## config.mk

```make
export PLATFORM = sky130hd
export DESIGN_NAME = exec_unit
export DESIGN_NICKNAME = d
export VERILOG_FILES = /design/src/hdl/exec_pkg.sv /design/src/hdl/exec_unit.sv
export SDC_FILE = /design/constraint.sdc
export NUM_CORES = 2
export LEC_CHECK = 0
export BUFFER_PORTS_ARGS = -buffer_cell sky130_fd_sc_hd__buf_2
export CORE_UTILIZATION = 35
export CTS_CLUSTER_SIZE = 28
export DETAILED_ROUTE_END_ITERATION = 16
export PLACE_DENSITY = 0.48
export SETUP_SLACK_MARGIN = 0.15
export SLEW_MARGIN = 20
export SYNTH_ARGS = -nofsm -noshare
export SYNTH_HDL_FRONTEND = slang
export SYNTH_SLANG_ARGS = --single-unit
```

## constraint.sdc

```tcl
create_clock -name clock -period 4.8 [get_ports clock]
set_input_delay 0.96 -clock clock [delete_from_list [all_inputs] [get_ports clock]]
set_output_delay 0.96 -clock clock [all_outputs]
set_load 0.005 [all_outputs]
```

## src/hdl/exec_pkg.sv

```systemverilog
// shared types and constants for the bit, transfer and control execution unit
package exec_pkg;
    typedef enum logic [4:0] {
        op_nop, op_rotate_right_carry, op_bit_to_transfer_flag, op_transfer_flag_to_bit,
        op_flag_set, op_flag_clear, op_load_ind, op_store_ind, op_load_direct,
        op_store_direct, op_program_memory_read, op_program_memory_write,
        op_push, op_pop, op_sleep, op_watchdog_restart, op_break
    } op_t;

    typedef enum logic [1:0] {am_plain, am_post_inc, am_pre_dec, am_offset} addr_mode_t;

    typedef struct packed {
        op_t        op;
        addr_mode_t mode;
        logic [1:0] ptr;    // 0 x, 1 y, 2 z
        logic [4:0] reg_sel; // destination or source register
        logic [2:0] bit_sel; // register bit or status flag index
        logic [5:0] disp;
        logic [15:0] addr;
    } instr_t;

    typedef struct packed {
        logic [5:0] addr;
        logic [7:0] wdata;
        logic       we;
        logic       re;
    } bus_req_t;

    localparam int SR_C = 0;
    localparam int SR_Z = 1;
    localparam int SR_N = 2;
    localparam int SR_V = 3;
    localparam int SR_S = 4;
    localparam int SR_H = 5;
    localparam int SR_T = 6;
    localparam int SR_I = 7;

    localparam logic [5:0]  REG_FILE_TOP = 6'h1f;
    localparam logic [5:0]  SP_LO_OFF    = 6'h3d;
    localparam logic [5:0]  SP_HI_OFF    = 6'h3e;
    localparam logic [5:0]  STATUS_OFF   = 6'h3f;
    localparam logic [7:0]  STATUS_RESET = 8'h00;
    localparam logic [15:0] SP_RESET     = 16'h00ff;
    localparam logic [4:0]  PTR_X_LO     = 5'h1a;
    localparam logic [4:0]  PTR_Z_LO     = 5'h1e;
endpackage : exec_pkg

```

## src/hdl/exec_unit.sv

```systemverilog
// execution unit for rotate, bit transfer, flag, data transfer and control instructions
// Function
// - rotate right through carry, flags Z C N V
// - copy selected register bit into transfer flag
// - copy transfer flag into selected register bit
// - each status flag set or cleared alone
// - post-increment load reads then bumps pointer
// - pre-decrement load drops pointer then reads
// - offset load from y or z plus displacement
// - post-increment store writes then bumps pointer
// - pre-decrement store drops pointer then writes
// - offset store to y or z plus displacement
// - direct load from address in instruction
// - direct store to address in instruction
// - program memory byte read, three cycles
// - push register onto stack, two cycles
// - pop register from stack, two cycles
// - sleep issues in one cycle, pulses request
// - watchdog restart pulse in one cycle
// - break acts only with debugging enabled
`timescale 1ns/1ns
module exec_unit #(
    parameter logic [15:0] SP_INIT = exec_pkg::SP_RESET // stack pointer after reset
) (
    input  wire logic             clock,        // 20 MHz system clock
    input  wire logic             rst,          // asynchronous reset, active high
    input  wire exec_pkg::instr_t ins,          // decoded instruction
    input  wire logic             issue_valid,  // instruction offered
    output logic                  issue_ready,  // unit can take an instruction
    input  wire exec_pkg::bus_req_t bus,        // register port request
    output logic [7:0]            bus_rdata,    // read data, cycle after read strobe
    output logic [15:0]           dmem_addr,    // data memory address
    output logic [7:0]            dmem_wdata,   // data memory write data
    output logic                  dmem_we,      // data memory write strobe
    output logic                  dmem_re,      // data memory read strobe
    input  wire logic [7:0]       dmem_rdata,   // read data, same cycle as dmem_re
    output logic [15:0]           pmem_addr,    // program memory byte address
    output logic                  pmem_re,      // program memory read strobe
    input  wire logic [7:0]       pmem_rdata,   // read data, cycle after pmem_re
    output logic                  flash_req,    // program memory write request
    output logic [15:0]           flash_wdata,  // word to be written
    input  wire logic             flash_done,   // flash write finished
    output logic                  sleep_pulse,  // to power management
    output logic                  wdr_pulse,    // to watchdog timer
    input  wire logic             debug_en,     // on-chip debugging in use
    output logic                  break_pulse   // to debug logic
);
    typedef enum logic [2:0] {st_idle, st_mem, st_pm1, st_pm2, st_flash} state_t;

    if (SP_INIT == 16'h0000) begin : g_bad_sp
        $error("stack pointer cannot start at zero");
    end

    state_t      state_q;
    state_t      state_d;
    logic [7:0]  rf_q [32];
    logic [7:0]  sr_q;
    logic [7:0]  sr_d;
    logic [15:0] sp_q;
    logic [4:0]  dst_q;
    logic        pm_active_q;

    wire exec_pkg::op_t op = ins.op;
    wire take = issue_valid && issue_ready;
    wire [7:0] rd_v = rf_q[ins.reg_sel];

    // pointer pair selection; program memory access always uses z
    wire pm_op = op == exec_pkg::op_program_memory_read || op == exec_pkg::op_program_memory_write;
    wire [4:0] pl = pm_op ? exec_pkg::PTR_Z_LO : 5'(exec_pkg::PTR_X_LO + {2'b00, ins.ptr, 1'b0});
    wire [4:0] ph = pl + 5'h01;
    wire [15:0] ptr_v = {rf_q[ph], rf_q[pl]};
    wire [15:0] ptr_inc = ptr_v + 16'h0001;
    wire [15:0] ptr_dec = ptr_v - 16'h0001;
    wire [15:0] ptr_off = ptr_v + {10'h000, ins.disp};
    wire post = ins.mode == exec_pkg::am_post_inc;
    wire pre = ins.mode == exec_pkg::am_pre_dec;
    wire [15:0] ind_ea = pre ? ptr_dec : (ins.mode == exec_pkg::am_offset) ? ptr_off : ptr_v;
    wire [15:0] ptr_new = pre ? ptr_dec : ptr_inc;

    wire is_ind = op == exec_pkg::op_load_ind || op == exec_pkg::op_store_ind;
    wire ptr_we = take && (post || pre) && (is_ind || op == exec_pkg::op_program_memory_read);
    wire is_ld = op == exec_pkg::op_load_ind || op == exec_pkg::op_load_direct || op == exec_pkg::op_pop;
    wire is_st = op == exec_pkg::op_store_ind || op == exec_pkg::op_store_direct || op == exec_pkg::op_push;
    wire [15:0] sp_inc = sp_q + 16'h0001;
    wire [15:0] sp_dec = sp_q - 16'h0001;
    wire direct = op == exec_pkg::op_load_direct || op == exec_pkg::op_store_direct;
    wire [15:0] ea = direct ? ins.addr
                   : (op == exec_pkg::op_push) ? sp_q
                   : (op == exec_pkg::op_pop) ? sp_inc : ind_ea;

    // single-cycle register results
    wire [7:0] ror_res = {sr_q[exec_pkg::SR_C], rd_v[7:1]};
    wire [7:0] bit_mask = 8'h01 << ins.bit_sel;
    wire [7:0] bld_res = (rd_v & ~bit_mask) | (sr_q[exec_pkg::SR_T] ? bit_mask : 8'h00);
    wire is_ror = op == exec_pkg::op_rotate_right_carry;
    wire exec_we = take && (is_ror || op == exec_pkg::op_transfer_flag_to_bit);
    wire [7:0] exec_res = is_ror ? ror_res : bld_res;

    // late write of loaded data at the end of the access
    wire late_we = (state_q == st_mem && dmem_re) || pm_active_q;
    wire [7:0] late_data = pm_active_q ? pmem_rdata : dmem_rdata;

    wire bus_rf = bus.we && bus.addr <= exec_pkg::REG_FILE_TOP;
    wire bus_sr = bus.we && bus.addr == exec_pkg::STATUS_OFF;
    wire [7:0] rd_mux = (bus.addr <= exec_pkg::REG_FILE_TOP) ? rf_q[bus.addr[4:0]]
                      : (bus.addr == exec_pkg::SP_LO_OFF) ? sp_q[7:0]
                      : (bus.addr == exec_pkg::SP_HI_OFF) ? sp_q[15:8]
                      : (bus.addr == exec_pkg::STATUS_OFF) ? sr_q : 8'h00;

    assign issue_ready = state_q == st_idle;

    always_comb begin
        sr_d = sr_q;
        if (bus_sr) begin
            sr_d = bus.wdata;
        end
        if (take) begin
            case (op)
                exec_pkg::op_rotate_right_carry: begin
                    sr_d[exec_pkg::SR_C] = rd_v[0];
                    sr_d[exec_pkg::SR_N] = ror_res[7];
                    sr_d[exec_pkg::SR_Z] = ror_res == 8'h00;
                    sr_d[exec_pkg::SR_V] = ror_res[7] ^ rd_v[0];
                end
                exec_pkg::op_bit_to_transfer_flag: sr_d[exec_pkg::SR_T] = rd_v[ins.bit_sel];
                exec_pkg::op_flag_set: sr_d[ins.bit_sel] = 1'b1;
                exec_pkg::op_flag_clear: sr_d[ins.bit_sel] = 1'b0;
                default: ;
            endcase
        end
    end

    always_comb begin
        state_d = state_q;
        case (state_q)
            st_idle: begin
                if (take && (is_ld || is_st)) begin
                    state_d = st_mem;
                end else if (take && op == exec_pkg::op_program_memory_read) begin
                    state_d = st_pm1;
                end else if (take && op == exec_pkg::op_program_memory_write) begin
                    state_d = st_flash;
                end
            end
            st_mem: state_d = st_idle;
            st_pm1: state_d = st_pm2;
            st_pm2: state_d = st_idle;
            st_flash: state_d = flash_done ? st_idle : st_flash;
            default: state_d = st_idle;
        endcase
    end

    always_ff @(posedge clock or posedge rst) begin
        if (rst) begin
            state_q <= st_idle;
            sr_q    <= exec_pkg::STATUS_RESET;
        end else begin
            state_q <= state_d;
            sr_q    <= sr_d;
        end
    end

    // register file: bus first, execution results take precedence
    always_ff @(posedge clock) begin
        if (bus_rf) begin
            rf_q[bus.addr[4:0]] <= bus.wdata;
        end
        if (exec_we) begin
            rf_q[ins.reg_sel] <= exec_res;
        end
        if (ptr_we) begin
            {rf_q[ph], rf_q[pl]} <= ptr_new;
        end
        if (late_we) begin
            rf_q[dst_q] <= late_data;
        end
    end

    always_ff @(posedge clock or posedge rst) begin
        if (rst) begin
            sp_q <= SP_INIT;
        end else if (take && op == exec_pkg::op_push) begin
            sp_q <= sp_dec;
        end else if (take && op == exec_pkg::op_pop) begin
            sp_q <= sp_inc;
        end else if (bus.we && bus.addr == exec_pkg::SP_LO_OFF) begin
            sp_q[7:0] <= bus.wdata;
        end else if (bus.we && bus.addr == exec_pkg::SP_HI_OFF) begin
            sp_q[15:8] <= bus.wdata;
        end
    end

    // memory strobes stand for the one access cycle after the take
    always_ff @(posedge clock or posedge rst) begin
        if (rst) begin
            dmem_addr  <= 16'h0000;
            dmem_wdata <= 8'h00;
            dmem_we    <= 1'b0;
            dmem_re    <= 1'b0;
            dst_q      <= 5'h00;
        end else begin
            dmem_we <= take && is_st;
            dmem_re <= take && is_ld;
            if (take) begin
                dmem_addr  <= ea;
                dmem_wdata <= rd_v;
                dst_q      <= ins.reg_sel;
            end
        end
    end

    always_ff @(posedge clock or posedge rst) begin
        if (rst) begin
            pmem_addr   <= 16'h0000;
            pmem_re     <= 1'b0;
            pm_active_q <= 1'b0;
            flash_req   <= 1'b0;
            flash_wdata <= 16'h0000;
        end else begin
            pmem_re <= take && op == exec_pkg::op_program_memory_read;
            pm_active_q <= pmem_re;
            if (take && pm_op) begin
                pmem_addr   <= ptr_v;
                flash_wdata <= {rf_q[1], rf_q[0]};
            end
            if (take && op == exec_pkg::op_program_memory_write) begin
                flash_req <= 1'b1;
            end else if (flash_done) begin
                flash_req <= 1'b0;
            end
        end
    end

    always_ff @(posedge clock or posedge rst) begin
        if (rst) begin
            sleep_pulse <= 1'b0;
            wdr_pulse   <= 1'b0;
            break_pulse <= 1'b0;
            bus_rdata   <= 8'h00;
        end else begin
            sleep_pulse <= take && op == exec_pkg::op_sleep;
            wdr_pulse   <= take && op == exec_pkg::op_watchdog_restart;
            break_pulse <= take && op == exec_pkg::op_break && debug_en;
            bus_rdata   <= bus.re ? rd_mux : 8'h00;
        end
    end
endmodule : exec_unit

```

; Word-level counts from Yosys, hierarchy flattened
; Index checks and enable logic that the tools add are counted.
; Widths: inputs -> output; s select.
[word_totals]
output_inout_bits = 72
word_cells = 223
in_bits = 76
reg_bits = 360
[op_classes]
n_eq_ne = 27
muxes = 68
magnitude_cmp = 13
n_shift = 1
addsub = 7
n_reduce_logical = 45
n_bitwise = 12
[ops]
columns = op, count
row1 = $bwmux 256, 5
row2 = $mux 256, 4
row3 = $mux 8, 26
row4 = $demux 8 s5, 5
row5 = $bmux 8 s5, 4
row6 = $mux 16, 8
row7 = $eq 5x4->1 const B, 8
row8 = $add 16x1->16 const B, 2
row9 = $sub 16x1->16 const B, 2
row10 = $ge 6x6->1 const B, 5
row11 = $lt 6x1->1 const B, 5
row12 = $not 5->6, 5
row13 = $logic_and 1x1->1, 27
row14 = $eq 5x3->1 const B, 4
row15 = $eq 6x6->1 const B, 3
row16 = $add 16x6->16, 1
row17 = $and 8x8->8, 2
row18 = $not 8->8, 2
row19 = $or 8x8->8, 2
row20 = $logic_or 1x1->1, 12
row21 = $mux 3, 4
row22 = $pmux 4 s3, 1
row23 = $eq 5x2->1 const B, 2
row24 = $pmux 3 s3, 1
row25 = other kinds (28), 33

; Longest topological paths before layout
[logic_depth]
depth_word = 15
ltp_mapped = 20
ltp_nobuf = 16

; Least setup slack after synthesis
; No wires, ideal clock.
[synth_timing]
path_type = input to register
startpoint = input ins[30] (netlist name)
endpoint = register dmem_addr[8]
setup_ns = 0.126
t_required_ns = 4.674
path_slack_ns = 0.512
path_buffers = 2
stages = 18
arrival_time_ns = 4.162
cell_sequence = ha_1 buf_6 nor2_1 nand2_2 buf_6 o22ai_1 o22a_1 inv_1 ha_1 nor2b_1 o21ai_0 a21boi_0 o21ai_0 a211oi_1 a32oi_1 xnor2_1 o21ai_0 nand3_1
[synth_via]
word_cells_on_any_way = 18
classes_between = 4 x add/sub / 12 x mux / 2 x bitwise
[synth_rtl]
columns = element, line
row1 = start: declaration, exec_unit.sv:27  ; input wire exec_pkg::instr_t ins,
row2 = $add 4x4->5 (*), exec_unit.sv:69  ; wire [4:0] pl = pm_op ? exec_pkg::PTR_Z_LO : 5'(exec_pkg::PTR_X_LO + {2'b00, ins.ptr, 1'b0});
row3 = $mux 5 (*), exec_unit.sv:69
row4 = $not 5->6 (not written as such) (*), exec_unit.sv:71  ; wire [15:0] ptr_v = {rf_q[ph], rf_q[pl]};
row5 = $bmux 8 s5 (*), exec_unit.sv:71
row6 = $mux 8 (not written as such) (*) (2 in a row), exec_unit.sv:71
row7 = named net ptr_v[2], exec_unit.sv:71
row8 = $add 16x6->16, exec_unit.sv:74  ; wire [15:0] ptr_off = ptr_v + {10'h000, ins.disp};
row9 = $mux 16, exec_unit.sv:77  ; wire [15:0] ind_ea = pre ? ptr_dec : (ins.mode == exec_pkg::am_offset) ? ptr_off : ptr_v;
row10 = $mux 16 (*), exec_unit.sv:77
row11 = $mux 16 (*), exec_unit.sv:89  ; : (op == exec_pkg::op_pop) ? sp_inc : ind_ea;
row12 = $mux 16 (*), exec_unit.sv:88  ; : (op == exec_pkg::op_push) ? sp_q
row13 = $mux 16 (*), exec_unit.sv:87  ; wire [15:0] ea = direct ? ins.addr
row14 = end signal: assignment, exec_unit.sv:196  ; dmem_addr <= 16'h0000;
row15 = end signal: assignment, exec_unit.sv:205  ; dmem_addr <= ea;
row16 = end: declaration, exec_unit.sv:32  ; output logic [15:0] dmem_addr,
; Mark *: on every way through the listed nets, which the timed path passes. The rest lies on a longest branch. The select of a mux whose other input is x is not followed.
; A chain may end at the register's enable or synchronous reset.

; Worst setup path in the final report
[layout_timing]
startpoint = input ins[25] (netlist name)
endpoint = register rf_q[206] (netlist name)
[layout_via]
elab_chain_len = 14
word_cells_on_any_way = 19
classes_between = 2 x order compare / 13 x mux / 3 x bitwise / 1 x reduce/logical
[layout_lines]
columns = element, line
row1 = $not 5->6 (not written as such) (*), "exec_unit.sv:65, exec_unit.sv:169"
row2 = $bmux 8 s5, exec_unit.sv:65  ; wire [7:0] rd_v = rf_q[ins.reg_sel];
row3 = $mux 8 (not written as such) (2 in a row), exec_unit.sv:65
row4 = $and 8x8->8, exec_unit.sv:94  ; wire [7:0] bld_res = (rd_v & ~bit_mask) | (sr_q[exec_pkg::SR_T] ? bit_mask : 8'h00);
row5 = $or 8x8->8, exec_unit.sv:94
row6 = $mux 8, exec_unit.sv:97  ; wire [7:0] exec_res = is_ror ? ror_res : bld_res;
row7 = $bwmux 256 (*), exec_unit.sv:169  ; rf_q[ins.reg_sel] <= exec_res;
row8 = $mux 256 (*), exec_unit.sv:168  ; if (exec_we) begin
row9 = $bwmux 256 (2 in a row), exec_unit.sv:172  ; {rf_q[ph], rf_q[pl]} <= ptr_new;
row10 = $mux 256 (*), exec_unit.sv:171  ; if (ptr_we) begin
row11 = $bwmux 256, exec_unit.sv:175  ; rf_q[dst_q] <= late_data;
row12 = $mux 256 (*), exec_unit.sv:174  ; if (late_we) begin
row13 = end signal: indexed assignment, exec_unit.sv:169
row14 = end signal: indexed assignment, exec_unit.sv:172
row15 = end signal: indexed assignment, exec_unit.sv:175
row16 = end: declaration, exec_unit.sv:56  ; logic [7:0] rf_q [32];
; Mark *: on every way between the ends. The rest lies on a longest branch, timed or not. The select of a mux whose other input is x is not followed.

==> qor.txt <==
CTS Hold Buffers Added: 0
total number of vias: 31.3k
arrival time of the worst setup path: 4630 ps
DRC violation count after routing: 0
number of distinct library cells after synthesis: 107
fin. max-slew vios: 0
number of antenna violations at the first check in global routing: 18
worst hold path class: primary input to async pin
final estimated routing congestion in global placement: 1.08
number of flip-flops and latches in the synthesized netlist: 360
run status: finished, final reports clean
Die Area: 0.0805 mm²
share of the cycle needed by the critical path after routing: 86.9%
Post-DP HPWL: 118 mm
CTS H-tree lvls: 2
gr usage total: 38.7%
worst path cell trace: buf_4 -> buf_4 -> mux2i_1 -> o22ai_1 -> a2111oi_0 -> buf_4 -> o211ai_1 -> o2bb2ai_4 -> buf_12 -> nor2_1 -> a211oi_1 -> a211oi_1 -> a21oi_1
final core area utilization: 41.8%
highest-count cells in the layout ignoring fill and taps: sky130_fd_sc_hd__nand2_1, sky130_fd_sc_hd__o21ai_0, sky130_fd_sc_hd__nor2_1
sort of element at the end of the critical path: flip-flop
TritonCTS Sinks: 360
CP most frequent cell: sky130_fd_sc_hd__buf_4
leakage dissipation: 0.0133 µW
maximum resistive drop on vdd: 0.000276 V
summed negative setup slack over all endpoints: 0 ps
wire length of the first global-routing pass: 224 mm
buffers added on ports: 147
net count of the finished layout: 3685
number of enable flip-flop cells after synthesis: 0
worst-case headroom to the max-slew limit: 19.2%
post-synthesis average cell area: 7.97 µm²
clock latency on the worst-skew pair: 620 ps
Congestion Overflow GR: 0
hold violation count in the final report: 0
Post-CTS Resized: 0
final routed wirelength across all metal layers: 161 mm
startpoint class of the critical path: primary input
total power: 16700 µW
count of yosys warnings during synthesis: 0
Buf+Inv Stages, Crit Path: 4
share of layout cells above drive strength 1: 20.1%
starting density of the core: 35.6%
pin count of the biggest net entering global routing: 51
FFs w/ async S/R, synth: 28.9%
CTS tree: yes
class of the most critical setup path: primary input to flip-flop
I/O Pins: 148
clock root buffer: sky130_fd_sc_hd__clkbuf_16
Tightest Pin Transition: 1210 ps
die extent in y: 284 µm
clock edge transition at the registers on the reported setup and hold paths: 60 ps
Clock Skew: 33.5 ps
number of placement rows: 102
unrepaired setup endpoints after global routing: no
cell family with the largest share of critical-path delay: compound AO/OA/AOI/OAI gates
portion of the post-synthesis area used by sequential elements: 27.9%
Slowest-stage cell, CP: sky130_fd_sc_hd__a2111oi_0
drt first pass iters: 6
achievable clock frequency: 240 MHz
number of buffers created by CTS: 48
number of cells produced by synthesis: 3485
slowest stage delay, CP: 910 ps
clock period minus final worst setup slack: 4170 ps
via count of the first global-routing pass: 28.8k
most used flip-flop cell after synthesis: sky130_fd_sc_hd__dfxtp_1
WL/cell: 34.5 µm
final number of setup-violating endpoints: 0
DR iter-0 viols: 4118
core region area: 0.0780 mm²
Post-CTS Setup Inserts: 0
most common cell after layout, fill and taps aside: sky130_fd_sc_hd__nand2_1
total standard cell area after synthesis: 0.0278 mm²
Maximum Capacitance Violations: 0
CP max FO: 30
post-DR vias/cell: 6.69
PD cells: 512 mW/mm²
Die Span X: 284 µm
synthesized net count: 3574
clock buffer depth: 3
synthesis-to-finish area growth: 17.2%
required time at the endpoint of the critical path: 5260 ps
DRT antenna net count: 0
[state kept, by name, summed over array words and instances (netlist names)]
register / cells
dmem_addr: 16
dst_q: 5
dmem_wdata: 8
sp_q: 16
flash_wdata: 16
dmem_re: 1
sleep_pulse: 1
pmem_addr: 16
break_pulse: 1
wdr_pulse: 1
flash_req: 1
rf_q: 256
state_q: 3
bus_rdata: 8
pmem_re: 1
dmem_we: 1
pm_active_q: 1
sr_q: 8
[where the power goes]
group	internal, µW	switching, µW
clock network	2490	1620
registers	4040	1850
logic	2740	3930
total	9270	7400
[cell families after synthesis]
kind of cell	synth area share (%)
simple gates	21.1
compound gates	24.5
mux	19.1
buf+inv	5.44
flops	27.9
xor+xnor	1.45
fa+ha+maj	0.613
[path summary, 6_finish.rpt]
path                                    from                          to  slack [ps]  depth (start not counted)
setup / recovery                     ins[25]           rf_q[206]$_DFF_P_         630                         13
hold / removal                           rst    dmem_addr[2]$_DFFE_PP0P_         350                          2
setup reg to reg           rf_q[217]$_DFF_P_             rf_q[0]$_DFF_P_        1010                         13
hold reg to reg            pmem_re$_DFF_PP0_       pm_active_q$_DFF_PP0_         400                          0
max in group asynchronous                rst  flash_wdata[3]$_DFFE_PP0P_        3510                          3
min in group clock         pmem_re$_DFF_PP0_       pm_active_q$_DFF_PP0_         400                          0
[worst reg2reg max path: stages (launching register included)]
cell and delay (ps):
sky130_fd_sc_hd__dfxtp_1 570, sky130_fd_sc_hd__mux2i_1 160, sky130_fd_sc_hd__a211oi_1 300, sky130_fd_sc_hd__o221a_2 280, sky130_fd_sc_hd__nor2_1 100, sky130_fd_sc_hd__inv_1 120
sky130_fd_sc_hd__ha_1 190, sky130_fd_sc_hd__nand2_1 80, sky130_fd_sc_hd__o31a_1 270, sky130_fd_sc_hd__or4_4 470, sky130_fd_sc_hd__or3_1 440, sky130_fd_sc_hd__and3_1 390
sky130_fd_sc_hd__o21ai_1 190, sky130_fd_sc_hd__a31oi_1 100
[cell usage after synthesis, types with 27 or more instances]
cell type,instances,share of area [%]
sky130_fd_sc_hd__nand3_1,208,3.7
sky130_fd_sc_hd__nor2_1,270,3.6
sky130_fd_sc_hd__clkbuf_1,265,3.6
sky130_fd_sc_hd__o211ai_1,187,5.1
sky130_fd_sc_hd__nand2_1,557,7.5
sky130_fd_sc_hd__xnor2_1,28,0.88
sky130_fd_sc_hd__mux2_2,43,1.7
sky130_fd_sc_hd__buf_2,27,0.49
sky130_fd_sc_hd__mux2i_1,204,7.4
sky130_fd_sc_hd__dfxtp_1,256,18
sky130_fd_sc_hd__dfrtp_1,96,8.6
sky130_fd_sc_hd__a22oi_1,48,1.3
sky130_fd_sc_hd__mux4_2,121,9.8
sky130_fd_sc_hd__a31oi_1,38,0.86
sky130_fd_sc_hd__a211oi_1,77,2.1
sky130_fd_sc_hd__o22ai_1,36,0.81
sky130_fd_sc_hd__o21ai_0,307,5.5
sky130_fd_sc_hd__a21oi_1,175,3.2
sky130_fd_sc_hd__buf_1,34,0.46
sky130_fd_sc_hd__nor3_1,58,1.0
sky130_fd_sc_hd__and2_1,28,0.63
[stage by stage]
step	cells	area (µm²)	setup slack (ps)	hold slack, ps
2_1_floorplan	3485	27800	512	376
3_3_place_gp	4585	30800	165	383
3_5_place_dp	4585	30800	125	394
4_1_cts	4672	32500	730	337
5_1_grt	4673	32500	382	379
6_report	4680	32600	630	354
[final cells by class]
type                       count  area (µm²)
sequential                   360        7740
multi-input combinational   2757       18800
tap                         1040        1300
fill                        7841       45400
antenna                        7        17.5
clock buffer                  61        1320
inverter                      25        96.3
timing repair buffer         404        2900
clock inverter                26         425
[per-layer routing]
metal  vias up  global-route usage (%)  wire length, µm
li1      13254                       -                -
met1     15456                    51.3            65300
met2      2151                    56.6            67800
met3       451                    10.3            17900
met4        18                    21.9            10300
met5         -                       0              113
Note: power is estimated with default switching activity, not from simulation.
